$ cat config.mk
export PLATFORM = sky130hd
export DESIGN_NAME = lpw_wake_ctrl
export DESIGN_NICKNAME = d
export VERILOG_FILES = /design/src/rtl/lpw_pkg.sv /design/src/rtl/lpw_sync.sv /design/src/rtl/lpw_vector_sel.sv /design/src/rtl/lpw_wake_ctrl.sv
export VERILOG_INCLUDE_DIRS = /design/src /design/src/rtl
export SDC_FILE = /design/constraint.sdc
export NUM_CORES = 1
export LEC_CHECK = 0
export BUFFER_PORTS_ARGS = -buffer_cell sky130_fd_sc_hd__buf_2
export CORE_AREA = 2 2 73 93
export CTS_CLUSTER_SIZE = 40
export DETAILED_ROUTE_END_ITERATION = 8
export DIE_AREA = 0 0 75 95
export PLACE_DENSITY = 0.92
export SLEW_MARGIN = 0
export SYNTH_ARGS = -nofsm -noshare
export SYNTH_HDL_FRONTEND = slang
export SYNTH_HIERARCHICAL = 1
export SYNTH_SLANG_ARGS = --single-unit
$ cat constraint.sdc
create_clock -name ref_clk_i -period 4.6 [get_ports ref_clk_i]
set_clock_uncertainty 0.15 [all_clocks]
set_input_delay 0.92 -clock ref_clk_i [delete_from_list [all_inputs] [get_ports ref_clk_i]]
set_output_delay 0.92 -clock ref_clk_i [all_outputs]
set_load 0.05 [all_outputs]
$ cat src/rtl/lpw_consts.svh
// Constants for the low power wake controller.
`ifndef LPW_CONSTS_SVH
`define LPW_CONSTS_SVH
`define LPW_VEC_RESET 16'hFFFE
`define LPW_VEC_EXT_IRQ 16'hFFFA
`define LPW_VEC_BREAK 16'hFFFC
`define LPW_VEC_CLKGEN 16'hFFF8
`define LPW_VEC_KEYBOARD 16'hFFE0
`define LPW_VEC_T1_OVF 16'hFFF2
`define LPW_VEC_T1_CH1 16'hFFF4
`define LPW_VEC_T1_CH0 16'hFFF6
`define LPW_VEC_T2_OVF 16'hFFEC
`define LPW_VEC_T2_CH1 16'hFFEE
`define LPW_VEC_T2_CH0 16'hFFF0
`define LPW_VEC_SPI_TX 16'hFFE8
`define LPW_VEC_SPI_RX 16'hFFEA
`define LPW_VEC_SER_TX 16'hFFE2
`define LPW_VEC_SER_RX 16'hFFE4
`define LPW_VEC_SER_ERR 16'hFFE6
`define LPW_VEC_ADC 16'hFFDE
`define LPW_VEC_TIMEBASE 16'hFFDC
`define LPW_RECOVERY_LONG 4096
`define LPW_RECOVERY_SHORT 32
`define LPW_SRC_COUNT 16
`endif

$ cat src/rtl/lpw_pkg.sv
// Types shared by the low power wake controller.
`default_nettype none
package lpw_pkg;
  typedef enum logic [2:0] {
    LPW_RUN = 3'b001,
    LPW_WAIT = 3'b010,
    LPW_STOP = 3'b100
  } lpw_mode_t;

  typedef struct packed {
    logic ext_irq;
    logic break_irq;
    logic clkgen_irq;
    logic keyboard_irq;
    logic t1_ovf;
    logic t1_ch1;
    logic t1_ch0;
    logic t2_ovf;
    logic t2_ch1;
    logic t2_ch0;
    logic spi_tx;
    logic spi_rx;
    logic ser_tx;
    logic ser_rx;
    logic ser_err;
    logic adc;
    logic timebase;
  } lpw_irq_t;

  typedef struct packed {
    logic stop_enable;
    logic short_recovery_select;
    logic osc_run_in_stop;
    logic ext_irq_mask;
    logic keyboard_irq_mask;
    logic monitor_enable;
    logic monitor_reset_enable;
    logic monitor_stop_enable;
  } lpw_cfg_t;

  typedef struct packed {
    logic cpu_clk_en;
    logic bus_clk_en;
    logic watchdog_clock_input;
    logic watchdog_prescaler_clear;
    logic ser_run;
    logic spi_run;
    logic spi_reset;
    logic timer_run;
    logic timebase_run;
    logic monitor_run;
  } lpw_gate_t;
endpackage : lpw_pkg
`default_nettype wire

$ cat src/rtl/lpw_sync.sv
// Two flip-flop synchroniser with a falling edge pulse.
`timescale 1ns/1ps
`default_nettype none
module lpw_sync (
  // Clock and reset
  input wire logic ref_clk_i,
  input wire logic resetn_i,
  // Pin side
  input wire logic pin_i,
  // Synchronised side
  output logic level_o,
  output logic fall_o
);
  typedef struct packed {
    logic s1;
    logic s2;
    logic s3;
  } lpw_sync_state_t;

  lpw_sync_state_t st;
  lpw_sync_state_t next_st;

  always_comb begin
    next_st = st;
    next_st.s1 = pin_i;
    next_st.s2 = st.s1;
    next_st.s3 = st.s2;
  end

  // Idle high so that a low pin at release still counts as an edge later.
  always_ff @(posedge ref_clk_i or negedge resetn_i) begin
    if (!resetn_i) begin
      st <= 3'b111;
    end else begin
      st <= next_st;
    end
  end

  assign level_o = st.s2;
  assign fall_o = st.s3 & ~st.s2;
endmodule : lpw_sync
`default_nettype wire

$ cat src/rtl/lpw_vector_sel.sv
// Priority encoder from pending requests to a vector address.
`timescale 1ns/1ps
`default_nettype none
`include "lpw_consts.svh"
module lpw_vector_sel (
  // Requests
  input wire lpw_pkg::lpw_irq_t irq_i,
  // Result
  output logic any_o,
  output logic [15:0] vector_o
);
  always_comb begin
    any_o = 1'b1;
    vector_o = `LPW_VEC_RESET;
    if (irq_i.break_irq) begin
      vector_o = `LPW_VEC_BREAK;
    end else if (irq_i.ext_irq) begin
      vector_o = `LPW_VEC_EXT_IRQ;
    end else if (irq_i.clkgen_irq) begin
      vector_o = `LPW_VEC_CLKGEN;
    end else if (irq_i.t1_ch0) begin
      vector_o = `LPW_VEC_T1_CH0;
    end else if (irq_i.t1_ch1) begin
      vector_o = `LPW_VEC_T1_CH1;
    end else if (irq_i.t1_ovf) begin
      vector_o = `LPW_VEC_T1_OVF;
    end else if (irq_i.t2_ch0) begin
      vector_o = `LPW_VEC_T2_CH0;
    end else if (irq_i.t2_ch1) begin
      vector_o = `LPW_VEC_T2_CH1;
    end else if (irq_i.t2_ovf) begin
      vector_o = `LPW_VEC_T2_OVF;
    end else if (irq_i.spi_rx) begin
      vector_o = `LPW_VEC_SPI_RX;
    end else if (irq_i.spi_tx) begin
      vector_o = `LPW_VEC_SPI_TX;
    end else if (irq_i.ser_err) begin
      vector_o = `LPW_VEC_SER_ERR;
    end else if (irq_i.ser_rx) begin
      vector_o = `LPW_VEC_SER_RX;
    end else if (irq_i.ser_tx) begin
      vector_o = `LPW_VEC_SER_TX;
    end else if (irq_i.keyboard_irq) begin
      vector_o = `LPW_VEC_KEYBOARD;
    end else if (irq_i.adc) begin
      vector_o = `LPW_VEC_ADC;
    end else if (irq_i.timebase) begin
      vector_o = `LPW_VEC_TIMEBASE;
    end else begin
      any_o = 1'b0;
    end
  end
endmodule : lpw_vector_sel
`default_nettype wire

$ cat src/rtl/lpw_wake_ctrl.sv
// Wait and stop mode controller with wake sources and stop recovery.
// How it works
// - Stop ends only on reset, pin edges, monitor reset, break or timebase.
// - Stop gates the watchdog clock and clears its prescaler.
// - Stop instruction is ignored while the stop enable bit is clear.
// - External pin interrupt stays live in both modes; unmasked it wakes.
// - Keyboard interrupt stays live in both modes; unmasked it wakes.
// - Enabled supply monitor stays live and its reset ends either mode.
// - Serial interface runs in wait and wakes; halts intact in stop.
// - SPI halts in stop, resumes on interrupt exit, resets on reset exit.
// - Timers run in wait and wake; halt intact in stop.
// - Timebase runs in stop only with oscillator on; rollover wakes.
// - Pin reset, watchdog timeout or monitor trip use vector FFFE.
// - External pin falling edge uses vector FFFA.
// - Break wakes from wait or stop, vector FFFC.
// - Clock generator interrupt wakes from wait only, vector FFF8.
// - Keyboard interrupt uses vector FFE0.
// - First timer vectors FFF2, FFF4, FFF6.
// - Second timer vectors FFEC, FFEE, FFF0.
// - SPI vectors FFE8 and FFEA.
// - Serial interface vectors FFE2, FFE4 and FFE6.
// - Converter vector FFDE, timebase vector FFDC.
// - Reset or pin exit from stop holds clocks for 4096 reference cycles.
// - Short recovery bit shortens the hold to 32 cycles.
// - Without oscillator in stop, clocks stop and are held low.
`timescale 1ns/1ps
`default_nettype none
`include "lpw_consts.svh"
module lpw_wake_ctrl #(
  parameter int unsigned RECOVERY_LONG = `LPW_RECOVERY_LONG,
  parameter int unsigned RECOVERY_SHORT = `LPW_RECOVERY_SHORT
) (
  // Clock and reset
  input wire logic ref_clk_i,
  input wire logic resetn_i,
  // Configuration bits
  input wire lpw_pkg::lpw_cfg_t cfg_i,
  // CPU requests, one-cycle pulses
  input wire logic wait_instr_i,
  input wire logic stop_instr_i,
  input wire logic vector_taken_i,
  // Pins from outside the clock domain
  input wire logic ext_reset_n_pin_i,
  input wire logic ext_irq_n_pin_i,
  input wire logic keyboard_n_pin_i,
  // Internal events
  input wire logic watchdog_timeout_i,
  input wire logic monitor_trip_i,
  input wire logic timebase_rollover_i,
  input wire lpw_pkg::lpw_irq_t periph_irq_i,
  // Mode and clock gates
  output lpw_pkg::lpw_mode_t mode_o,
  output lpw_pkg::lpw_gate_t gate_o,
  output logic recovering_o,
  // Vector fetch
  output logic chip_reset_o,
  output logic vector_valid_o,
  output logic [15:0] vector_o
);
  localparam int unsigned CW = 12;

  // The counter is only CW bits wide and needs at least one decrement.
  if (RECOVERY_LONG < 2 || RECOVERY_LONG > (1 << CW)) begin : g_long_bad
    $error("RECOVERY_LONG out of range");
  end
  if (RECOVERY_SHORT < 2 || RECOVERY_SHORT > RECOVERY_LONG) begin : g_short_bad
    $error("RECOVERY_SHORT out of range");
  end

  localparam logic [CW-1:0] LONG_LOAD = CW'(RECOVERY_LONG - 1);
  localparam logic [CW-1:0] SHORT_LOAD = CW'(RECOVERY_SHORT - 1);

  typedef struct packed {
    lpw_pkg::lpw_mode_t mode;
    logic recovering;
    logic recover_by_reset;
    logic [CW-1:0] count;
    lpw_pkg::lpw_irq_t pend;
    logic chip_reset;
    logic vec_valid;
    logic [15:0] vector;
    lpw_pkg::lpw_gate_t gate;
  } lpw_state_t;

  lpw_state_t st;
  lpw_state_t next_st;

  logic rst_pin_level;
  logic ext_fall;
  logic kbd_fall;
  logic sel_any;
  logic [15:0] sel_vector;
  lpw_pkg::lpw_irq_t sampled;
  logic reset_event;
  logic stop_wake_irq;
  logic wait_wake;

  lpw_sync u_sync_rst (
    .ref_clk_i(ref_clk_i),
    .resetn_i(resetn_i),
    .pin_i(ext_reset_n_pin_i),
    .level_o(rst_pin_level),
    .fall_o()
  );

  lpw_sync u_sync_irq (
    .ref_clk_i(ref_clk_i),
    .resetn_i(resetn_i),
    .pin_i(ext_irq_n_pin_i),
    .level_o(),
    .fall_o(ext_fall)
  );

  lpw_sync u_sync_kbd (
    .ref_clk_i(ref_clk_i),
    .resetn_i(resetn_i),
    .pin_i(keyboard_n_pin_i),
    .level_o(),
    .fall_o(kbd_fall)
  );

  always_comb begin
    sampled = periph_irq_i;
    sampled.ext_irq = ext_fall & ~cfg_i.ext_irq_mask;
    sampled.keyboard_irq = (kbd_fall | periph_irq_i.keyboard_irq)
                           & ~cfg_i.keyboard_irq_mask;
    sampled.timebase = timebase_rollover_i;
  end

  lpw_vector_sel u_vec (
    .irq_i(st.pend),
    .any_o(sel_any),
    .vector_o(sel_vector)
  );

  always_comb begin
    reset_event = ~rst_pin_level | watchdog_timeout_i
                  | (monitor_trip_i & cfg_i.monitor_enable
                     & cfg_i.monitor_reset_enable);
    // Only edge pins, break and timebase may leave stop.
    stop_wake_irq = st.pend.ext_irq | st.pend.keyboard_irq
                    | st.pend.break_irq
                    | (st.pend.timebase & cfg_i.osc_run_in_stop);
    wait_wake = sel_any;
  end

  always_comb begin
    next_st = st;
    next_st.chip_reset = 1'b0;
    next_st.vec_valid = 1'b0;
    // New requests win over the clear when a vector is taken.
    if (vector_taken_i && st.vec_valid) begin
      next_st.pend = '0;
    end
    next_st.pend = next_st.pend | sampled;
    if (st.mode == lpw_pkg::LPW_STOP && !cfg_i.osc_run_in_stop) begin
      next_st.pend.timebase = 1'b0;
    end
    if (st.mode == lpw_pkg::LPW_STOP) begin
      next_st.pend.clkgen_irq = 1'b0;
    end
    if (reset_event) begin
      next_st.pend = '0;
      next_st.chip_reset = 1'b1;
      next_st.vector = `LPW_VEC_RESET;
      next_st.vec_valid = 1'b0;
      if (st.mode == lpw_pkg::LPW_STOP || st.recovering) begin
        next_st.recovering = 1'b1;
        next_st.recover_by_reset = 1'b1;
        next_st.count = cfg_i.short_recovery_select ? SHORT_LOAD
                                                    : LONG_LOAD;
      end
      next_st.mode = lpw_pkg::LPW_RUN;
    end else if (st.recovering) begin
      if (st.count == '0) begin
        next_st.recovering = 1'b0;
        next_st.recover_by_reset = 1'b0;
        next_st.vec_valid = ~st.recover_by_reset;
        next_st.vector = st.recover_by_reset ? `LPW_VEC_RESET : sel_vector;
      end else begin
        next_st.count = st.count - 1'b1;
      end
    end else begin
      case (st.mode)
        lpw_pkg::LPW_RUN: begin
          if (stop_instr_i && cfg_i.stop_enable) begin
            next_st.mode = lpw_pkg::LPW_STOP;
          end else if (wait_instr_i) begin
            next_st.mode = lpw_pkg::LPW_WAIT;
          end else if (sel_any && !st.vec_valid) begin
            next_st.vec_valid = 1'b1;
            next_st.vector = sel_vector;
          end else if (st.vec_valid && !vector_taken_i) begin
            next_st.vec_valid = 1'b1;
          end
        end
        lpw_pkg::LPW_WAIT: begin
          if (wait_wake) begin
            next_st.mode = lpw_pkg::LPW_RUN;
            next_st.vec_valid = 1'b1;
            next_st.vector = sel_vector;
          end
        end
        lpw_pkg::LPW_STOP: begin
          if (stop_wake_irq) begin
            next_st.mode = lpw_pkg::LPW_RUN;
            if (st.pend.ext_irq || st.pend.keyboard_irq) begin
              next_st.recovering = 1'b1;
              next_st.recover_by_reset = 1'b0;
              next_st.count = cfg_i.short_recovery_select ? SHORT_LOAD
                                                          : LONG_LOAD;
            end else begin
              next_st.vec_valid = 1'b1;
              next_st.vector = sel_vector;
            end
          end
        end
        default: begin
          next_st.mode = lpw_pkg::LPW_RUN;
        end
      endcase
    end
    // Gates follow the next mode so they change with the mode output.
    next_st.gate.cpu_clk_en = (next_st.mode == lpw_pkg::LPW_RUN)
                              & ~next_st.recovering;
    next_st.gate.bus_clk_en = ~next_st.recovering
                              & ((next_st.mode != lpw_pkg::LPW_STOP)
                                 | cfg_i.osc_run_in_stop);
    next_st.gate.watchdog_clock_input = next_st.gate.bus_clk_en
        & (next_st.mode != lpw_pkg::LPW_STOP);
    next_st.gate.watchdog_prescaler_clear =
        (next_st.mode == lpw_pkg::LPW_STOP);
    next_st.gate.ser_run = next_st.gate.bus_clk_en
        & (next_st.mode != lpw_pkg::LPW_STOP);
    next_st.gate.spi_run = next_st.gate.bus_clk_en
        & (next_st.mode != lpw_pkg::LPW_STOP);
    next_st.gate.spi_reset = next_st.chip_reset;
    next_st.gate.timer_run = next_st.gate.bus_clk_en
        & (next_st.mode != lpw_pkg::LPW_STOP);
    next_st.gate.timebase_run = ~next_st.recovering
        & ((next_st.mode != lpw_pkg::LPW_STOP)
           | cfg_i.osc_run_in_stop);
    next_st.gate.monitor_run = cfg_i.monitor_enable
        & ((next_st.mode != lpw_pkg::LPW_STOP)
           | cfg_i.monitor_stop_enable);
  end

  always_ff @(posedge ref_clk_i or negedge resetn_i) begin
    if (!resetn_i) begin
      st.mode <= lpw_pkg::LPW_RUN;
      st.recovering <= 1'b0;
      st.recover_by_reset <= 1'b0;
      st.count <= '0;
      st.pend <= '0;
      st.chip_reset <= 1'b1;
      st.vec_valid <= 1'b0;
      st.vector <= `LPW_VEC_RESET;
      st.gate <= 10'h3FB;
    end else begin
      st <= next_st;
    end
  end

  assign mode_o = st.mode;
  assign gate_o = st.gate;
  assign recovering_o = st.recovering;
  assign chip_reset_o = st.chip_reset;
  assign vector_valid_o = st.vec_valid;
  assign vector_o = st.vector;
endmodule : lpw_wake_ctrl
`default_nettype wire

# ---- Word level (Yosys, flattened, before mapping)
# Index checks and enable logic that the tools add are counted.
dict set report word_totals {
  ramBits 0
  memories 0
  mem_bits_ro 0
  in_bits 36
  latch_bits 0
  regBits 66
  wordCells 164
  out_inout_bits 32
}
dict set report classes {
  n_eq_ne 15
  add_sub_neg 1
  mux 65
  bitwise 27
  n_mul 0
  shifts 0
  n_reduce_logical 18
  n_lt_le_gt_ge 0
  n_div 0
}
# operator count
set ops {}
lappend ops {{$mux W16} 18}
lappend ops {{$mux W17} 11}
lappend ops {{$mux W14} 4}
lappend ops {{$pmux W17 S3} 1}
lappend ops {{$mux W12} 2}
lappend ops {{$ne A4 B4 Y1 const B} 6}
lappend ops {{$mux W1} 21}
lappend ops {{$mux W18} 1}
lappend ops {{$or A17 B17 Y17} 1}
lappend ops {{$logic_not A12 Y1} 1}
lappend ops {{$mux W3} 4}
lappend ops {{$sub A12 B1 Y12 const B} 1}
lappend ops {{$and A1 B1 Y1} 11}
lappend ops {{$reduce_and A5 Y1} 2}
lappend ops {{$pmux W3 S3} 1}
lappend ops {{$reduce_bool A3 Y1} 3}
lappend ops {{$or A1 B1 Y1} 8}
lappend ops {{$reduce_and A8 Y1} 1}
lappend ops {{$not A1 Y1} 7}
lappend ops {{$eq A3 B1 Y1 const B} 2}
lappend ops {{$eq A3 B3 Y1 const B} 2}
lappend ops {{$mux W6} 1}
lappend ops {{$ne A3 B3 Y1 const B} 2}
lappend ops {{$logic_and A1 B1 Y1} 5}
lappend ops {{other kinds (7)} 10}

# ---- Logic depth before layout (Yosys ltp)
dict set report depth {
  depth_word 25
  depth_mapped 10
  depth_no_buf 9
}

# ---- Cells and area by module
# The synthesis kept the hierarchy.
# module cells_each seq_area_each_um2 instances area_each_um2
set by_module_without_submodules {}
lappend by_module_without_submodules {lpw_wake_ctrl 321 1478.9 1 3140.5}
lappend by_module_without_submodules {lpw_vector_sel 45 0.0 1 280.3}
lappend by_module_without_submodules {lpw_sync 4 78.8 3 92.6}

# ---- Worst setup path after synthesis
# No wires, ideal clock.
dict set report synth_timing {
  kind {reg2reg}
  startpoint {register st[36] (netlist name)}
  endpoint {register st (netlist bit vector_o[2])}
  arrival_ns 2.377
  required_ns 4.367
  setup_ns 0.083
  period_less_slack_ns 2.610
  n_path_buf 1
  path_stages_with_launch 11
  setup_slack_ns 1.990
  cell_sequence {dfrtp_1 > or4_1 > nand2b_4 > nor2_2 > nand2_1 > nand4bb_1 > a21bo_1 > or4_4 > buf_4 > o21ai_0 > mux2i_1}
}
dict set report synth_via {
  word_cells_on_any_way 31
  classes_between {eq/ne (2); mux (27); reduce/logical (2)}
}
# element line
set synth_lines {}
lappend synth_lines {{start: declaration} lpw_wake_ctrl.sv:85} ;# lpw_state_t st;
lappend synth_lines {{start signal: assignment} lpw_wake_ctrl.sv:260} ;# st <= next_st;
lappend synth_lines {{$mux W1 *} lpw_vector_sel.sv:29} ;# end else if (irq_i.t2_ch1) begin
lappend synth_lines {{$mux W1 *} lpw_vector_sel.sv:27} ;# end else if (irq_i.t2_ch0) begin
lappend synth_lines {{$mux W1 *} lpw_vector_sel.sv:25} ;# end else if (irq_i.t1_ovf) begin
lappend synth_lines {{$mux W1 *} lpw_vector_sel.sv:23} ;# end else if (irq_i.t1_ch1) begin
lappend synth_lines {{$mux W1 *} lpw_vector_sel.sv:21} ;# end else if (irq_i.t1_ch0) begin
lappend synth_lines {{$mux W1 *} lpw_vector_sel.sv:19} ;# end else if (irq_i.clkgen_irq) begin
lappend synth_lines {{$mux W1 *} lpw_vector_sel.sv:17} ;# end else if (irq_i.ext_irq) begin
lappend synth_lines {{$mux W1 *} lpw_vector_sel.sv:15} ;# if (irq_i.break_irq) begin
lappend synth_lines {{via sel_any} lpw_wake_ctrl.sv:91} ;# logic sel_any;
lappend synth_lines {{$logic_and A1 B1 Y1} lpw_wake_ctrl.sv:190} ;# end else if (sel_any && !st.vec_valid) begin
lappend synth_lines {{$ne A4 B4 Y1 (no line)} -}
lappend synth_lines {{$reduce_and A8 Y1 (no line) *} -}
# Mark *: on every way through the listed nets, which the timed path passes. The rest lies on a longest branch. The select of a mux whose other input is x is not followed.
# A chain may end at the register's enable or synchronous reset.

# ---- Worst setup path in the final report
dict set report layout_timing {
  startpoint {register st[41] (netlist name)}
  endpoint {register st (netlist bit vector_o[12])}
}
dict set report layout_via {
  word_cells_on_any_way 51
  classes_between {eq/ne (4); mux (41); bitwise (3); reduce/logical (3)}
}
# element line
set layout_lines {}
lappend layout_lines {{$mux W1 *} lpw_vector_sel.sv:43} ;# end else if (irq_i.keyboard_irq) begin
lappend layout_lines {{$mux W1 *} lpw_vector_sel.sv:41} ;# end else if (irq_i.ser_tx) begin
lappend layout_lines {{$mux W1 *} lpw_vector_sel.sv:39} ;# end else if (irq_i.ser_rx) begin
lappend layout_lines {{$mux W1 *} lpw_vector_sel.sv:37} ;# end else if (irq_i.ser_err) begin
lappend layout_lines {{$mux W1 *} lpw_vector_sel.sv:35} ;# end else if (irq_i.spi_tx) begin
lappend layout_lines {{$mux W1 *} lpw_vector_sel.sv:33} ;# end else if (irq_i.spi_rx) begin
lappend layout_lines {{$mux W1 *} lpw_vector_sel.sv:31} ;# end else if (irq_i.t2_ovf) begin
lappend layout_lines {{$mux W1 *} lpw_vector_sel.sv:29}
lappend layout_lines {{[3 not listed]} -}
lappend layout_lines {{$mux W1 *} lpw_vector_sel.sv:21}
lappend layout_lines {{$mux W1 *} lpw_vector_sel.sv:19}
lappend layout_lines {{$mux W1 *} lpw_vector_sel.sv:17}
lappend layout_lines {{$mux W1 *} lpw_vector_sel.sv:15}
lappend layout_lines {{via sel_any} lpw_wake_ctrl.sv:91}
lappend layout_lines {{$logic_and A1 B1 Y1} lpw_wake_ctrl.sv:190}
lappend layout_lines {{$ne A4 B4 Y1 (no line)} -}
lappend layout_lines {{$reduce_and A8 Y1 (no line) *} -}
# Marks and branches as above.

==> impl_metrics.tcl <==
set metrics [dict create \
    holdPathStages 0 \
    crit_slowest_cell "a211oi_4" \
    layout.nets 448 \
    crit_type "reg2reg" \
    port_buffers 65 \
    worstPathRequired_ns 4.73 \
    rows 33 \
    drc_errors 0 \
    layout_commonest_cell "buf_2" \
    rr_worst_depth 8 \
    worstHoldStart "u_sync_irq/next_st[1]" \
    cp-startpoint "st[41]" \
    gp_congestion 0.9284 \
    r2r_start "st[41]" \
    placed_area_sq_um 3769 \
    endpoint_kind "flop" \
    slowest_delay_ns 0.82 \
    vias 2801 \
    rrSetupSlack_ns 1.55 \
    grt_max_degree 44 \
    irDropWorstVdd_mv 0.3014 \
    overflow 0 \
    die_w_um 75 \
    maxSlewViolCount 0 \
    avgSynthCellArea_sq_um 9.730 \
    clk_pin_slew_ns 0.08 \
    cap_violations 0 \
    tightest_slew_ns 0.9749 \
    finalCriticalPeriod_ns 3.051 \
    die_y_um 95 \
    vias_per_cell 5.569 \
    antenna_cells 0 \
    ioPinCount 68 \
    routed.top_layer "met4" \
    firstDrtPassIters 5 \
    grt_usage 0.2221 \
    r2r_end "vector_o[12]" \
    hold_class "reg2reg" \
    ys.warnings.count 6 \
    fmax_mhz 327.8 \
    syn_area_sq_um 3659 \
    post-cts-setup-buffer-count 0 \
    final-setup-viol-count 0 \
    p_leak_nw 1.814 \
    crit_fanout 16 \
    core_sq_um 6317 \
    power_density_nw_per_um2 521.7 \
    clkLatencyLatePin_ns 0.35 \
    dp_hpwl_um 5188 \
    dieArea_sq_um 7125 \
    met3_length_um 471 \
    wl_met1_um 2937 \
    htreeDepth 3 \
    drive_above_1_share 0.3197 \
    start_kind "flop" \
    layout_common_cells "buf_2, nor2_1, dfrtp_1" \
    grt_pass1_vias 2654 \
    root_buffer "clkbuf_8" \
    dr_wl_met2_um 3647 \
    cp_cell_sequence "nor4_1 -> nand2b_4 -> nor2_2 -> nand2_1 -> o211ai_1 -> a21boi_4 -> a211oi_4 -> mux2i_1" \
    stdcell_area_sq_um 3971 \
    antenna_found_initial 0 \
    totalWireLength_um 7259 \
    tns_ns 0 \
    min_to "u_sync_irq/level_o" \
    area_growth_pct 8.550 \
    critical_path.top_delay_family "compound AO/OA/AOI/OAI gates" \
    netlist_instances 376 \
    hold_violations 0 \
    arrival_ns 3.18 \
    numCtsBuffers 9 \
    rsz0062_at_grt "false" \
    initial_core_util 0.5791 \
    outcome "finished, final reports clean" \
    ant_nets 0 \
    clock-sinks 66 \
    cts_tree "done" \
    ctsHoldBuffers 0 \
    ctsLongestPathBuffers 2 \
    path_buf_inv 0 \
    first_iter_violations 175 \
    cts_resized 0 \
    maxSlewHeadroom 0.3480 \
    grt_pass1_wl_um 12020 \
    post_drt_wl_per_cell_um 14.43 \
    fin_crit_sh 0.6632 \
]
## area by class of cell
class | instances | area (sq um)
Clock buffer | 10 | 137.6
Clock inverter | 6 | 65.06
Fill cell | 511 | 2346
Inverter | 25 | 93.84
Multi-Input combinational cell | 242 | 1536
Sequential cell | 66 | 1689
Tap cell | 87 | 108.9
Timing Repair Buffer | 67 | 340.3
## where the power goes
| part | switching [mW] | internal, mW | total (mW) |
|---|---|---|---|
| Combinational | 0.502 | 0.228 | 0.730 |
| Clock | 0.232 | 0.266 | 0.498 |
| Sequential | 0.118 | 0.726 | 0.844 |
## worst max path at each step
stage	to	slack [ns]	cells past startpoint
floorplan	vector_o[2]	1.99	10
global placement	vector_o[10]	1.51	6
detailed placement	vector_o[12]	1.45	6
CTS	vector_o[12]	1.53	8
global route	vector_o[6]	1.36	8
finish	vector_o[12]	1.55	8
## through the flow
stage	total power, mW	instances	setup WS, ns	hold WS (ns)	util
after detailed placement	1.579	487	1.451	0.1968	0.5966
after global routing	2.185	503	1.364	0.2109	0.6286
after CTS	2.079	503	1.526	0.2076	0.6286
after floorplan	1.505	385	1.990	0.1952	-
after global placement	1.549	487	1.513	0.1956	0.5966
final	2.072	503	1.549	0.2068	0.6286
## sequential cells by signal, summed over array words and instances, names as in the netlist
register and flops:
st 30, vector_o 16, gate_o 7, recovering_o 1
u_sync_rst/level_o 1, u_sync_kbd/st 1, mode_o 3, u_sync_kbd/next_st 1
u_sync_irq/next_st 1, u_sync_kbd/level_o 1, u_sync_irq/level_o 1, vector_valid_o 1
u_sync_rst/next_st 1, u_sync_irq/st 1
## per-layer routing
layer  vias up  track usage
met3        19      0.05870
met2       116       0.3633
met5         -            0
met1      1325       0.2666
met4         0       0.1086
li1       1341            -
Power figures use the tool's default switching activity.
